`src/instr_ctrl_pkg.sv`:
```
package instr_ctrl_pkg;

    // Command codes delivered by the command parser
    typedef enum logic [4:0] {
        CMD_SET_SRQ_MASK  = 5'h00,
        CMD_QUERY_SRQ     = 5'h01,
        CMD_QUERY_STATUS  = 5'h02,
        CMD_WAIT_PENDING  = 5'h03,
        CMD_SET_RL        = 5'h04,
        CMD_QUERY_RL      = 5'h05,
        CMD_QUERY_ERROR   = 5'h06,
        CMD_IDENTIFY      = 5'h07,
        CMD_SAVE          = 5'h08,
        CMD_RECALL        = 5'h09,
        CMD_RESET         = 5'h0a,
        CMD_CLEAR_STATUS  = 5'h0b,
        CMD_ABORT         = 5'h0c,
        CMD_INITIATE      = 5'h0d,
        CMD_SET_CONT      = 5'h0e,
        CMD_BUS_TRIGGER   = 5'h0f,
        CMD_SET_VOLT      = 5'h10,
        CMD_SET_CURR      = 5'h11,
        CMD_SET_VOLT_LIM  = 5'h12,
        CMD_SET_VOLT_TRIG = 5'h13,
        CMD_SET_CURR_TRIG = 5'h14,
        CMD_SET_VOLT_PROT = 5'h15,
        CMD_SET_OUTPUT    = 5'h16,
        CMD_SET_CURR_PROT = 5'h17,
        CMD_SET_CAL       = 5'h18
    } cmd_t;

    typedef enum logic [1:0] {
        RL_LOCAL   = 2'h0,
        RL_REMOTE  = 2'h1,
        RL_LOCKOUT = 2'h2
    } rl_t;

    typedef enum logic [2:0] {
        TRIG_IDLE      = 3'b001,
        TRIG_WAITING   = 3'b010,
        TRIG_TRIGGERED = 3'b100
    } trig_state_t;

    typedef struct packed {
        logic [15:0] volt;
        logic [15:0] curr;
        logic [15:0] volt_lim;
        logic [15:0] volt_trig;
        logic [15:0] curr_trig;
        logic [15:0] volt_prot;
        logic        output_on;
        logic        curr_prot;
        logic        cal_on;
        logic        continuous_arm;
    } settings_t;

    typedef struct packed {
        logic        valid;
        cmd_t        code;
        logic [15:0] arg;
    } cmd_req_t;

    typedef struct packed {
        logic operation_summary;
        logic event_status_summary;
        logic questionable_summary;
        logic output_queue_nonempty;
    } summary_in_t;

    // Status byte field positions
    localparam int SB_OPERATION_SUMMARY = 7;
    localparam int SB_MSS  = 6;
    localparam int SB_ESB  = 5;
    localparam int SB_MAV  = 4;
    localparam int SB_QUESTIONABLE_SUMMARY = 3;
    localparam int SB_ERR  = 2;

    localparam logic [7:0]  SRQ_MASK_RESET = 8'h00;
    localparam logic [15:0] LEVEL_RESET    = 16'h0000;
    localparam logic [15:0] VOLT_PROT_MAX  = 16'hffff;
    localparam logic [15:0] NO_ERROR_CODE  = 16'h0000;
    localparam logic [15:0] OVERFLOW_CODE  = 16'hfea2;  // -350
    localparam int          ERR_DEPTH      = 8;
    localparam int          SLOT_COUNT     = 16;

    // Identity words, values arbitrary
    localparam logic [15:0] ID_MAKER    = 16'h1234;
    localparam logic [15:0] ID_MODEL    = 16'h0a5a;
    localparam logic [15:0] ID_SERIAL   = 16'h0000;
    localparam logic [15:0] ID_REVISION = 16'h0101;

    localparam settings_t SETTINGS_RESET = '{
        volt:           LEVEL_RESET,
        curr:           LEVEL_RESET,
        volt_lim:       LEVEL_RESET,
        volt_trig:      LEVEL_RESET,
        curr_trig:      LEVEL_RESET,
        volt_prot:      VOLT_PROT_MAX,
        output_on:      1'b0,
        curr_prot:      1'b0,
        cal_on:         1'b0,
        continuous_arm: 1'b0
    };

endpackage

```
`src/error_queue.sv`:
```
`timescale 1ns/1ns
module error_queue (
    // Clock and reset
    input  wire logic        clock_in,
    input  wire logic        rst_b_in,
    // Control
    input  wire logic        push_in,
    input  wire logic [15:0] code_in,
    input  wire logic        pop_in,
    input  wire logic        clear_in,
    // Status
    output logic      [15:0] rd_data_out,
    output logic             nonempty_out
);
    localparam int DEPTH = instr_ctrl_pkg::ERR_DEPTH;

    logic [15:0] mem [DEPTH];
    logic [2:0]  wr_ptr;
    logic [2:0]  rd_ptr;
    logic [3:0]  count;
    logic        full;
    logic        do_pop;
    logic        do_write;

    assign full     = (count == 4'(DEPTH));
    assign do_pop   = pop_in && (count != 4'h0) && !clear_in;
    assign do_write = push_in && !clear_in && (!full || do_pop);
    assign nonempty_out = (count != 4'h0);

    always_ff @(posedge clock_in or negedge rst_b_in) begin
        if (!rst_b_in) begin
            wr_ptr <= 3'h0;
            rd_ptr <= 3'h0;
            count  <= 4'h0;
        end else if (clear_in) begin
            wr_ptr <= 3'h0;
            rd_ptr <= 3'h0;
            count  <= 4'h0;
        end else begin
            if (do_pop) begin
                rd_ptr <= rd_ptr + 3'h1;
            end
            if (do_write) begin
                wr_ptr <= wr_ptr + 3'h1;
            end
            if (do_write && !do_pop) begin
                count <= count + 4'h1;
            end else if (do_pop && !do_write) begin
                count <= count - 4'h1;
            end
        end
    end

    always_ff @(posedge clock_in or negedge rst_b_in) begin
        if (!rst_b_in) begin
            rd_data_out <= instr_ctrl_pkg::NO_ERROR_CODE;
        end else if (pop_in) begin
            rd_data_out <= do_pop ? mem[rd_ptr]
                                  : instr_ctrl_pkg::NO_ERROR_CODE;
        end
    end

    // Overflow overwrites the newest entry
    always_ff @(posedge clock_in) begin
        if (do_write) begin
            mem[wr_ptr] <= code_in;
        end else if (push_in && full && !clear_in) begin
            mem[wr_ptr - 3'h1] <= instr_ctrl_pkg::OVERFLOW_CODE;
        end
    end
endmodule

```
`src/settings_store.sv`:
```
`timescale 1ns/1ns
module settings_store (
    // Clock and reset
    input  wire logic                      clock_in,
    input  wire logic                      rst_b_in,
    // Access
    input  wire logic                      write_in,
    input  wire logic [3:0]                addr_in,
    input  wire instr_ctrl_pkg::settings_t wr_data_in,
    // Read side
    output instr_ctrl_pkg::settings_t      rd_data_out,
    output logic [15:0]                    slot_valid_out
);
    instr_ctrl_pkg::settings_t mem [instr_ctrl_pkg::SLOT_COUNT];

    always_ff @(posedge clock_in) begin
        if (write_in) begin
            mem[addr_in] <= wr_data_in;
        end
        rd_data_out <= mem[addr_in];
    end

    // Slots are volatile: reset forgets all of them
    always_ff @(posedge clock_in or negedge rst_b_in) begin
        if (!rst_b_in) begin
            slot_valid_out <= 16'h0000;
        end else if (write_in) begin
            slot_valid_out[addr_in] <= 1'b1;
        end
    end
endmodule

```
`src/instrument_status_trigger_control.sv`:
```
`timescale 1ns/1ns
module instrument_status_trigger_control (
    // Clock and reset
    input  wire logic                      clock_in,
    input  wire logic                      rst_b_in,
    // Command port
    input  wire instr_ctrl_pkg::cmd_req_t  cmd_in,
    output logic                           cmd_ready_out,
    output logic                           resp_valid_out,
    output logic [15:0]                    resp_data_out,
    // Controller bus events
    input  wire logic                      serial_poll_in,
    input  wire logic                      group_trigger_in,
    input  wire logic                      device_clear_in,
    input  wire logic                      iface_rl_change_in,
    input  wire instr_ctrl_pkg::rl_t       iface_rl_state_in,
    output logic                           service_request_out,
    output logic                           poll_valid_out,
    output logic [7:0]                     poll_data_out,
    // Status sources and event register clear
    input  wire instr_ctrl_pkg::summary_in_t summary_in,
    input  wire logic                      error_push_in,
    input  wire logic [15:0]               error_code_in,
    input  wire logic                      pending_busy_in,
    input  wire logic                      change_done_in,
    output logic                           clear_events_out,
    output logic [7:0]                     status_byte_out,
    output logic                           waiting_for_trigger_out,
    // Output control
    output instr_ctrl_pkg::settings_t      settings_out,
    output instr_ctrl_pkg::rl_t            rl_state_out,
    output logic                           panel_keys_enable_out
);
    instr_ctrl_pkg::trig_state_t trig_state;
    instr_ctrl_pkg::trig_state_t next_trig_state;
    instr_ctrl_pkg::settings_t   slot_rd_data;
    logic [7:0]  service_request_mask;
    logic [7:0]  next_status;
    logic [15:0] slot_valid;
    logic [15:0] err_rd_data;
    logic        err_nonempty;
    logic        take;
    logic        wait_stall;
    logic        next_wait_stall;
    logic        recall_busy;
    logic        next_recall_busy;
    logic        err_query_d;
    logic        master_summary;
    logic        master_summary_d;
    logic        request_for_service;
    logic        pending_now;
    logic        trigger_hit;
    logic        do_abort;
    logic        do_clear_status;
    logic        message_available;
    logic        err_pop;
    logic        slot_write;

    assign take = cmd_in.valid && cmd_ready_out;

    function automatic logic is_cmd(input instr_ctrl_pkg::cmd_t code);
        is_cmd = take && (cmd_in.code == code);
    endfunction

    always_comb begin
        do_clear_status = is_cmd(instr_ctrl_pkg::CMD_CLEAR_STATUS);
        do_abort        = is_cmd(instr_ctrl_pkg::CMD_ABORT)
                       || is_cmd(instr_ctrl_pkg::CMD_RESET);
        trigger_hit     = (trig_state == instr_ctrl_pkg::TRIG_WAITING)
                       && (is_cmd(instr_ctrl_pkg::CMD_BUS_TRIGGER)
                       || group_trigger_in);
        err_pop         = is_cmd(instr_ctrl_pkg::CMD_QUERY_ERROR);
        slot_write      = is_cmd(instr_ctrl_pkg::CMD_SAVE);
    end
    assign pending_now     = pending_busy_in
                          || (trig_state == instr_ctrl_pkg::TRIG_TRIGGERED);

    // Submodules
    error_queue u_error_queue (
        .clock_in     (clock_in),
        .rst_b_in     (rst_b_in),
        .push_in      (error_push_in),
        .code_in      (error_code_in),
        .pop_in       (err_pop),
        .clear_in     (do_clear_status),
        .rd_data_out  (err_rd_data),
        .nonempty_out (err_nonempty)
    );

    settings_store u_settings_store (
        .clock_in       (clock_in),
        .rst_b_in       (rst_b_in),
        .write_in       (slot_write),
        .addr_in        (cmd_in.arg[3:0]),
        .wr_data_in     (settings_out),
        .rd_data_out    (slot_rd_data),
        .slot_valid_out (slot_valid)
    );

    // Status byte assembly
    assign message_available = summary_in.output_queue_nonempty
                            && !do_clear_status;
    always_comb begin
        next_status = 8'h00;
        next_status[instr_ctrl_pkg::SB_OPERATION_SUMMARY] = summary_in.operation_summary;
        next_status[instr_ctrl_pkg::SB_ESB]  = summary_in.event_status_summary;
        next_status[instr_ctrl_pkg::SB_MAV]  = message_available;
        next_status[instr_ctrl_pkg::SB_QUESTIONABLE_SUMMARY] =
            summary_in.questionable_summary;
        next_status[instr_ctrl_pkg::SB_ERR]  = err_nonempty;
        if (do_clear_status) begin
            next_status = 8'h00;
        end
        master_summary = |(next_status & service_request_mask
                           & ~(8'h01 << instr_ctrl_pkg::SB_MSS));
        next_status[instr_ctrl_pkg::SB_MSS] = master_summary;
    end

    always_ff @(posedge clock_in or negedge rst_b_in) begin
        if (!rst_b_in) begin
            status_byte_out  <= 8'h00;
            master_summary_d <= 1'b0;
            clear_events_out <= 1'b0;
        end else begin
            status_byte_out  <= next_status;
            master_summary_d <= master_summary;
            clear_events_out <= do_clear_status;
        end
    end

    // Request for service: a new reason sets it, a poll clears it
    always_ff @(posedge clock_in or negedge rst_b_in) begin
        if (!rst_b_in) begin
            request_for_service <= 1'b0;
            service_request_out <= 1'b0;
        end else begin
            if (master_summary && !master_summary_d) begin
                request_for_service <= 1'b1;
                service_request_out <= 1'b1;
            end else if (serial_poll_in || do_clear_status) begin
                request_for_service <= 1'b0;
                service_request_out <= 1'b0;
            end
        end
    end

    always_ff @(posedge clock_in or negedge rst_b_in) begin
        if (!rst_b_in) begin
            poll_valid_out <= 1'b0;
            poll_data_out  <= 8'h00;
        end else begin
            poll_valid_out <= serial_poll_in;
            if (serial_poll_in) begin
                poll_data_out <= status_byte_out;
                poll_data_out[instr_ctrl_pkg::SB_MSS] <=
                    request_for_service;
            end
        end
    end

    // Service request mask
    always_ff @(posedge clock_in or negedge rst_b_in) begin
        if (!rst_b_in) begin
            service_request_mask <= instr_ctrl_pkg::SRQ_MASK_RESET;
        end else if (is_cmd(instr_ctrl_pkg::CMD_SET_SRQ_MASK)) begin
            service_request_mask <= cmd_in.arg[7:0];
        end
    end

    // Command stalls: wait and recall
    always_comb begin
        next_wait_stall = (wait_stall || is_cmd(instr_ctrl_pkg::CMD_WAIT_PENDING))
                       && pending_now && !device_clear_in;
        next_recall_busy = is_cmd(instr_ctrl_pkg::CMD_RECALL)
                        && slot_valid[cmd_in.arg[3:0]];
    end

    always_ff @(posedge clock_in or negedge rst_b_in) begin
        if (!rst_b_in) begin
            wait_stall    <= 1'b0;
            recall_busy   <= 1'b0;
            cmd_ready_out <= 1'b0;
        end else begin
            wait_stall    <= next_wait_stall;
            recall_busy   <= next_recall_busy;
            cmd_ready_out <= !next_wait_stall && !next_recall_busy;
        end
    end

    // Responses
    always_ff @(posedge clock_in or negedge rst_b_in) begin
        if (!rst_b_in) begin
            err_query_d    <= 1'b0;
            resp_valid_out <= 1'b0;
            resp_data_out  <= 16'h0000;
        end else begin
            err_query_d    <= is_cmd(instr_ctrl_pkg::CMD_QUERY_ERROR);
            resp_valid_out <= 1'b0;
            if (err_query_d) begin
                resp_valid_out <= 1'b1;
                resp_data_out  <= err_rd_data;
            end else if (take) begin
                unique case (cmd_in.code)
                    instr_ctrl_pkg::CMD_QUERY_STATUS: begin
                        resp_valid_out <= 1'b1;
                        resp_data_out  <= {8'h00, status_byte_out};
                    end
                    instr_ctrl_pkg::CMD_QUERY_SRQ: begin
                        resp_valid_out <= 1'b1;
                        resp_data_out  <= {8'h00, service_request_mask};
                    end
                    instr_ctrl_pkg::CMD_QUERY_RL: begin
                        resp_valid_out <= 1'b1;
                        resp_data_out  <= {14'h0000, rl_state_out};
                    end
                    instr_ctrl_pkg::CMD_IDENTIFY: begin
                        resp_valid_out <= 1'b1;
                        unique case (cmd_in.arg[1:0])
                            2'h0: resp_data_out <= instr_ctrl_pkg::ID_MAKER;
                            2'h1: resp_data_out <= instr_ctrl_pkg::ID_MODEL;
                            2'h2: resp_data_out <= instr_ctrl_pkg::ID_SERIAL;
                            2'h3: resp_data_out <= instr_ctrl_pkg::ID_REVISION;
                        endcase
                    end
                    default: begin
                        resp_valid_out <= 1'b0;
                    end
                endcase
            end
        end
    end

    // Remote/local state; interface change in the same cycle wins
    always_ff @(posedge clock_in or negedge rst_b_in) begin
        if (!rst_b_in) begin
            rl_state_out          <= instr_ctrl_pkg::RL_LOCAL;
            panel_keys_enable_out <= 1'b1;
        end else if (iface_rl_change_in) begin
            rl_state_out          <= iface_rl_state_in;
            panel_keys_enable_out <=
                (iface_rl_state_in != instr_ctrl_pkg::RL_LOCKOUT);
        end else if (is_cmd(instr_ctrl_pkg::CMD_SET_RL)
                     && (cmd_in.arg[1:0] != 2'h3)) begin
            rl_state_out          <= instr_ctrl_pkg::rl_t'(cmd_in.arg[1:0]);
            panel_keys_enable_out <=
                (cmd_in.arg[1:0] != instr_ctrl_pkg::RL_LOCKOUT);
        end
    end

    // Output settings
    always_ff @(posedge clock_in or negedge rst_b_in) begin
        if (!rst_b_in) begin
            settings_out <= instr_ctrl_pkg::SETTINGS_RESET;
        end else if (is_cmd(instr_ctrl_pkg::CMD_RESET)) begin
            settings_out <= instr_ctrl_pkg::SETTINGS_RESET;
        end else if (recall_busy) begin
            settings_out <= slot_rd_data;
        end else if (trigger_hit) begin
            settings_out.volt <= settings_out.volt_trig;
            settings_out.curr <= settings_out.curr_trig;
        end else if (take) begin
            unique case (cmd_in.code)
                instr_ctrl_pkg::CMD_SET_VOLT:
                    settings_out.volt <= cmd_in.arg;
                instr_ctrl_pkg::CMD_SET_CURR:
                    settings_out.curr <= cmd_in.arg;
                instr_ctrl_pkg::CMD_SET_VOLT_LIM:
                    settings_out.volt_lim <= cmd_in.arg;
                instr_ctrl_pkg::CMD_SET_VOLT_TRIG:
                    settings_out.volt_trig <= cmd_in.arg;
                instr_ctrl_pkg::CMD_SET_CURR_TRIG:
                    settings_out.curr_trig <= cmd_in.arg;
                instr_ctrl_pkg::CMD_SET_VOLT_PROT:
                    settings_out.volt_prot <= cmd_in.arg;
                instr_ctrl_pkg::CMD_SET_OUTPUT:
                    settings_out.output_on <= cmd_in.arg[0];
                instr_ctrl_pkg::CMD_SET_CURR_PROT:
                    settings_out.curr_prot <= cmd_in.arg[0];
                instr_ctrl_pkg::CMD_SET_CAL:
                    settings_out.cal_on <= cmd_in.arg[0];
                instr_ctrl_pkg::CMD_SET_CONT:
                    settings_out.continuous_arm <= cmd_in.arg[0];
                default: begin
                end
            endcase
        end
    end

    // Trigger sequencer
    always_comb begin
        next_trig_state = trig_state;
        unique case (trig_state)
            instr_ctrl_pkg::TRIG_IDLE: begin
                if (is_cmd(instr_ctrl_pkg::CMD_INITIATE)
                    || settings_out.continuous_arm) begin
                    next_trig_state = instr_ctrl_pkg::TRIG_WAITING;
                end
            end
            instr_ctrl_pkg::TRIG_WAITING: begin
                if (trigger_hit) begin
                    next_trig_state = instr_ctrl_pkg::TRIG_TRIGGERED;
                end
            end
            instr_ctrl_pkg::TRIG_TRIGGERED: begin
                if (change_done_in) begin
                    next_trig_state = instr_ctrl_pkg::TRIG_IDLE;
                end
            end
            default: next_trig_state = instr_ctrl_pkg::TRIG_IDLE;
        endcase
        if (do_abort) begin
            next_trig_state = instr_ctrl_pkg::TRIG_IDLE;
        end
    end

    always_ff @(posedge clock_in or negedge rst_b_in) begin
        if (!rst_b_in) begin
            trig_state              <= instr_ctrl_pkg::TRIG_IDLE;
            waiting_for_trigger_out <= 1'b0;
        end else begin
            trig_state              <= next_trig_state;
            waiting_for_trigger_out <=
                (next_trig_state != instr_ctrl_pkg::TRIG_IDLE);
        end
    end
endmodule

```
`config.mk`:
```
export PLATFORM = sky130hd
export DESIGN_NAME = instrument_status_trigger_control
export DESIGN_NICKNAME = d
export VERILOG_FILES = /design/src/instr_ctrl_pkg.sv /design/src/error_queue.sv /design/src/settings_store.sv /design/src/instrument_status_trigger_control.sv
export SDC_FILE = /design/constraint.sdc
export NUM_CORES = 2
export LEC_CHECK = 0
export BUFFER_PORTS_ARGS = -buffer_cell sky130_fd_sc_hd__buf_2
export CAP_MARGIN = 20
export CORE_MARGIN = 4
export CORE_UTILIZATION = 50
export CTS_CLUSTER_DIAMETER = 100
export CTS_CLUSTER_SIZE = 10
export DETAILED_ROUTE_END_ITERATION = 10
export PLACE_DENSITY = 0.75
export RECOVER_POWER = 25
export SLEW_MARGIN = 20
export SYNTH_ARGS = -nofsm -noshare
export SYNTH_HDL_FRONTEND = slang
export SYNTH_SLANG_ARGS = --single-unit
```
`constraint.sdc`:
```
create_clock -name clock_in -period 19.8 [get_ports clock_in]
set_input_delay 0.99 -clock clock_in [delete_from_list [all_inputs] [get_ports clock_in]]
set_output_delay 0.99 -clock clock_in [all_outputs]
set_load 0.02 [all_outputs]
```
Word-level counts from Yosys, hierarchy flattened
Memory sizes are Yosys's and may differ from the RTL's. A register that Yosys moved wholly into a read port is not among the register bits.
Index checks and enable logic that the tools add are counted.
{"block": "totals", "ram_bits": 1728, "output_inout_bits": 141, "memories": 2, "register_bits": 198}
{"block": "classes", "reduce_logical": 80, "muxes": 56, "bitwise_logic": 2, "eq_ne": 36, "order_cmp": 2, "n_addsub": 5}
{"name": "u_settings_store.mem", "depth": 16, "width": 100, "rd": 1, "rd_ports_with_merged_regs": 1, "write_ports": 1, "line": "settings_store.sv:14", "source": "instr_ctrl_pkg::settings_t mem [instr_ctrl_pkg::SLOT_COUNT];"}
{"name": "u_error_queue.mem", "depth": 8, "width": 16, "rd": 1, "rd_ports_with_merged_regs": 0, "write_ports": 1, "line": "error_queue.sv:17", "source": "logic [15:0] mem [DEPTH];"}
{"cell": "2-to-1 mux 100 bit", "count": 3}
{"cell": "2-to-1 mux 16 bit", "count": 10}
{"cell": "case mux 16 bit (4 select lines)", "count": 2}
{"cell": "2-to-1 mux 68 bit", "count": 1}
{"cell": "equality test 5 bit, second input constant", "count": 9}
{"cell": "equality test 5 x 4 -> 1 bit, second input constant", "count": 8}
{"cell": "2-to-1 mux 32 bit", "count": 1}
{"cell": "nonzero test 3 bit", "count": 10}
{"cell": "logical AND 1 bit", "count": 29}
{"cell": "2-to-1 mux 3 bit", "count": 9}
{"cell": "AND reduction 3 bit", "count": 8}
{"cell": "2-to-1 mux 1 bit", "count": 21}
{"cell": "equality test 5 x 3 -> 1 bit, second input constant", "count": 4}
{"cell": "bitwise OR 16 bit", "count": 1}
{"cell": "nonzero test 4 bit", "count": 4}
{"cell": "OR reduction 16 bit", "count": 1}
{"cell": "2-to-1 mux 4 bit", "count": 3}
{"cell": "equality test 5 x 2 -> 1 bit, second input constant", "count": 2}
{"cell": "nonzero test 2 bit", "count": 5}
{"cell": "case mux 3 bit (3 select lines)", "count": 1}
{"cell": "bitwise AND 8 bit", "count": 1}
{"cell": "zero test 1 bit", "count": 8}
{"cell": "2-to-1 mux 8 bit", "count": 1}
{"cell": "logical OR 1 bit", "count": 7}
{"cell": "25 further kinds", "count": 32}

Logic depth before layout (Yosys ltp)
{"block": "logic_depth", "word_depth": 11, "ltp_mapped": 11, "depth_no_buf": 9}

Modules after synthesis
Synthesis repeated with hierarchy kept, for this count alone.
{"block": "hier_totals", "cells_unflattened": 3718, "hier_area_um2": 76372.0}
{"module": "settings_store", "cells_per_inst": 2594, "n_inst": 1, "seq_area_each_um2": 50448.4, "area_per_inst_um2": 62318.5}
{"module": "instrument_status_trigger_control", "cells_per_inst": 762, "n_inst": 1, "seq_area_each_um2": 3801.1, "area_per_inst_um2": 7709.9}
{"module": "error_queue", "cells_per_inst": 362, "n_inst": 1, "seq_area_each_um2": 4494.3, "area_per_inst_um2": 6343.6}

Worst setup path after synthesis
OpenSTA, ideal clock, no wires.
{"block": "synth_timing", "path_type": "input port to flip-flop", "start": "input port cmd_in[16] (netlist name)", "end": "memory u_settings_store.mem[3][0] (netlist name), enable pin", "path_buffers": 1, "path_stages": 6, "setup_ns": 0.680, "arrival_time_ns": 8.824, "slack_ns": 10.296, "path_cell_list": "nand4bb_1 or2_1 clkbuf_1 nor2_1 nand3_1 nor3_1"}
{"block": "synth_via", "elab_chain_cells": 4}
{"element": "from (decl)", "line": "instrument_status_trigger_control.sv:7", "source": "input wire instr_ctrl_pkg::cmd_req_t cmd_in,"}
{"element": "equality test 5 x 4 -> 1 bit", "line": "instrument_status_trigger_control.sv:62", "source": "is_cmd = take && (cmd_in.code == code);"}
{"element": "logical AND 1 bit", "line": "instrument_status_trigger_control.sv:62"}
{"element": "2-to-1 mux 1 bit", "line": "settings_store.sv:17", "source": "if (write_in) begin"}
{"element": "2-to-1 mux 1 bit (not written as such)", "line": "settings_store.sv:18", "source": "mem[addr_in] <= wr_data_in;"}
{"element": "to (decl)", "line": "settings_store.sv:14"}
Every way passes these cells.

==> flow_summary.ini <==
[run_status]
status = complete, but fails checks
violations = max-capacitance violations, max-slew violations

[worst_setup_path]
cp_slowest_stage_delay_ns = 3.88
arrival_ns = 5.02
r2r_end = u_settings_store.mem[9][56]$_DFFE_PP_
crit_type = input pin to async pin
worstPathCellList = clkbuf_1
crit_fanout = 80
r2r_cells = 7
end_kind = async pin
required_ns = 19.31
r2r_slack_ns = 15.12
slowest_stage = clkbuf_1
path_delay_family = buffers and inverters
r2r_start = cmd_ready_out$_DFF_PN0_
cp_num_buf_inv = 1
start_kind = input pin

[clock_tree]
h-tree-depth = 4
cts_resized = 0
numCtsBuffers = 220
ctsHoldBuffers = 0
numClockSinks = 2021
cts-root-buf = clkbuf_16
clk_pin_slew_worst_paths_ns = 0.06
cts_buffer_depth = 3
clkLatencyLatePin_ns = 0.83
cts_tree = done
post-cts-setup-buffers = 0

[die]
initial_core_util = 0.502
io_pins = 194
die_y_um = 398
dieWidth_um = 398
die-area_um2 = 159000
coreArea_um2 = 152000
fp-row-count = 143

[timing]
period_needed_ns = 5.52
slew_violations = 81
final_hold_viol_count = 0
worstMarginPinSlew_ns = 5.70
relSlewSlack = -2.80
fin_crit_sh = 0.279
setup_tns_ns = 0
clock-skew-final_ns = 0.0434
rsz0062_at_grt = no
setup_viol_count_final = 0
fmaxAchievable_ghz = 0.181

[pwr]
peakVddDrop_v = 0.0000929
power_density_nw_per_um2 = 116
p_leak_nw = 28.4

[routing]
drt_wl_total_um = 188000
dr.pass1.iters = 5
vias = 37800
postRouteAntennaNets = 0
wire_per_inst_um = 31.4
drt_iter0_markers = 4864
routed_via_density = 6.32
remaining_drc_errors = 0

[place]
numPortBuffers = 189
dp_cells = 5553
dp_hpwl_um = 99300
gp_congestion = 0.809

[cells_and_area]
drive_gt1_frac = 0.280
fin_cells = 5977
area_delta_synth_final_pct = 13.1
final.fill_count = 10800
fin_util = 0.568
final_common_cell = edfxtp_1
layout_common_cells = edfxtp_1, mux4_2, clkbuf_16
final_nets = 3806

[grt]
grt_antenna_before_repair = 10
track_usage = 0.239
grt_pass1_wl_um = 272000
grt_pass1_vias = 38600
grt_overflow_total = 0
grt_max_degree = 136

[logic_synthesis]
synth-seq-area-share = 0.771
synth_top_area_frac = 0.681
synth_cell_type_count = 78
synth_area_leaders = edfxtp_1, mux4_2, dfrtp_1
netlist_area_um2 = 76200
netlist_instances = 3444
synth_enable_flop_cells = 1728
yosys_warnings = 0
ys.flop_type = edfxtp_1
yosysTopAreaCell = edfxtp_1
async_flop_share = 0.0955
synth_area_per_cell_um2 = 22.1
synth_seq_cells = 2021

[min_path]
hold_path_depth = 2
holdCritPathClass = input pin to flop
hp-start = device_clear_in
hold_end = wait_stall$_DFF_PN0_

[job]
cap_violations = 1
==> stage by stage <==
| step | setup WS (ns) | total power, mW | cell area (µm²) | hold WS (ns) |
|---|---|---|---|---|
| global route | 13.55 | 10.3 | 86200 | 0.357 |
| finish | 14.28 | 9.96 | 86200 | 0.358 |
| global placement | 14.36 | 6.31 | 79700 | 0.446 |
| detailed placement | 14.33 | 6.36 | 79700 | 0.449 |
| floorplan | 10.30 | 5.91 | 76200 | 0.429 |
| CTS | 15.11 | 10.0 | 86200 | 0.212 |
==> where the power goes <==
part	internal (mW)	switching, mW	total, mW	leakage (nW)
logic	0.314	0.493	0.807	6.44
clock network	2.12	1.58	3.70	3.06
registers	5.09	0.368	5.46	18.9
==> cell usage after synthesis, types with 18 or more instances <==
cell type and count:
nor2_1 62, buf_2 68, o31ai_1 39, buf_1 22, o21ai_0 63, a2bb2oi_1 48
mux2i_1 22, nand2_1 83, nor3_1 18, clkbuf_1 86, dfrtp_1 175, a21oi_1 66
mux4_2 537, dfstp_2 18, edfxtp_1 1728, nor2b_1 24, dfxtp_1 100, o2bb2ai_1 33
==> state kept, by name (all words and copies together), names as in the netlist, 4 cells and up <==
signal                           flops
u_error_queue.rd_data_out           16
resp_data_out                       16
u_settings_store.mem              1600
status_byte_out                      6
poll_data_out                        6
service_request_mask                 8
u_error_queue.count                  4
u_error_queue.mem                  128
u_settings_store.rd_data_out       100
settings_out                       100
u_settings_store.slot_valid_out     16
==> logic make-up after synthesis <==
group / count (synthesis) / share of synthesized area
flops: 2021 / 0.771
mux: 576 / 0.164
compound gates: 339 / 0.0316
simple gates: 282 / 0.0191
buf+inv: 212 / 0.0126
xor+xnor: 7 / 0.000804
fa+ha+maj: 6 / 0.00108
other cells: 1 / 0.0000492
==> per-layer routing <==
| layer | up-vias | share of wire | track usage |
|---|---|---|---|
| li1 | 15100 | - | - |
| met5 | - | 0.00034 | 0 |
| met3 | 378 | 0.10 | 0.0676 |
| met1 | 20100 | 0.37 | 0.319 |
| met2 | 2263 | 0.49 | 0.375 |
| met4 | 10 | 0.040 | 0.0956 |
==> worst max path at each step <==
stage	from	to	slack, ns	cells after the start
2_1_floorplan	cmd_in[16]	u_settings_store.mem[3][0]$_DFFE_PP_	10.30	6
3_3_place_gp	cmd_in[16]	u_settings_store.mem[6][60]$_DFFE_PP_	14.36	8
3_5_place_dp	cmd_in[16]	u_settings_store.mem[6][61]$_DFFE_PP_	14.33	8
4_1_cts	cmd_ready_out$_DFF_PN0_	u_settings_store.mem[6][60]$_DFFE_PP_	15.11	7
5_1_grt	rst_b_in	settings_out[60]$_DFFE_PN0P_	13.55	1
6_report	rst_b_in	settings_out[60]$_DFFE_PN0P_	14.28	1
==> final cells by class <==
cell class / instances / area (µm²) / share of cell area
flip-flops and latches: 2021 / 58700 / 0.682
multi-input cells: 1214 / 16700 / 0.194
clock buffers: 405 / 6290 / 0.0730
well taps: 2030 / 2540 / 0.0295
repair buffers: 272 / 1640 / 0.0190
clock inverters: 12 / 175 / 0.00203
inverters: 18 / 67.6 / 0.000784
diodes: 5 / 12.5 / 0.000145
Power figures use the tool's default switching activity.
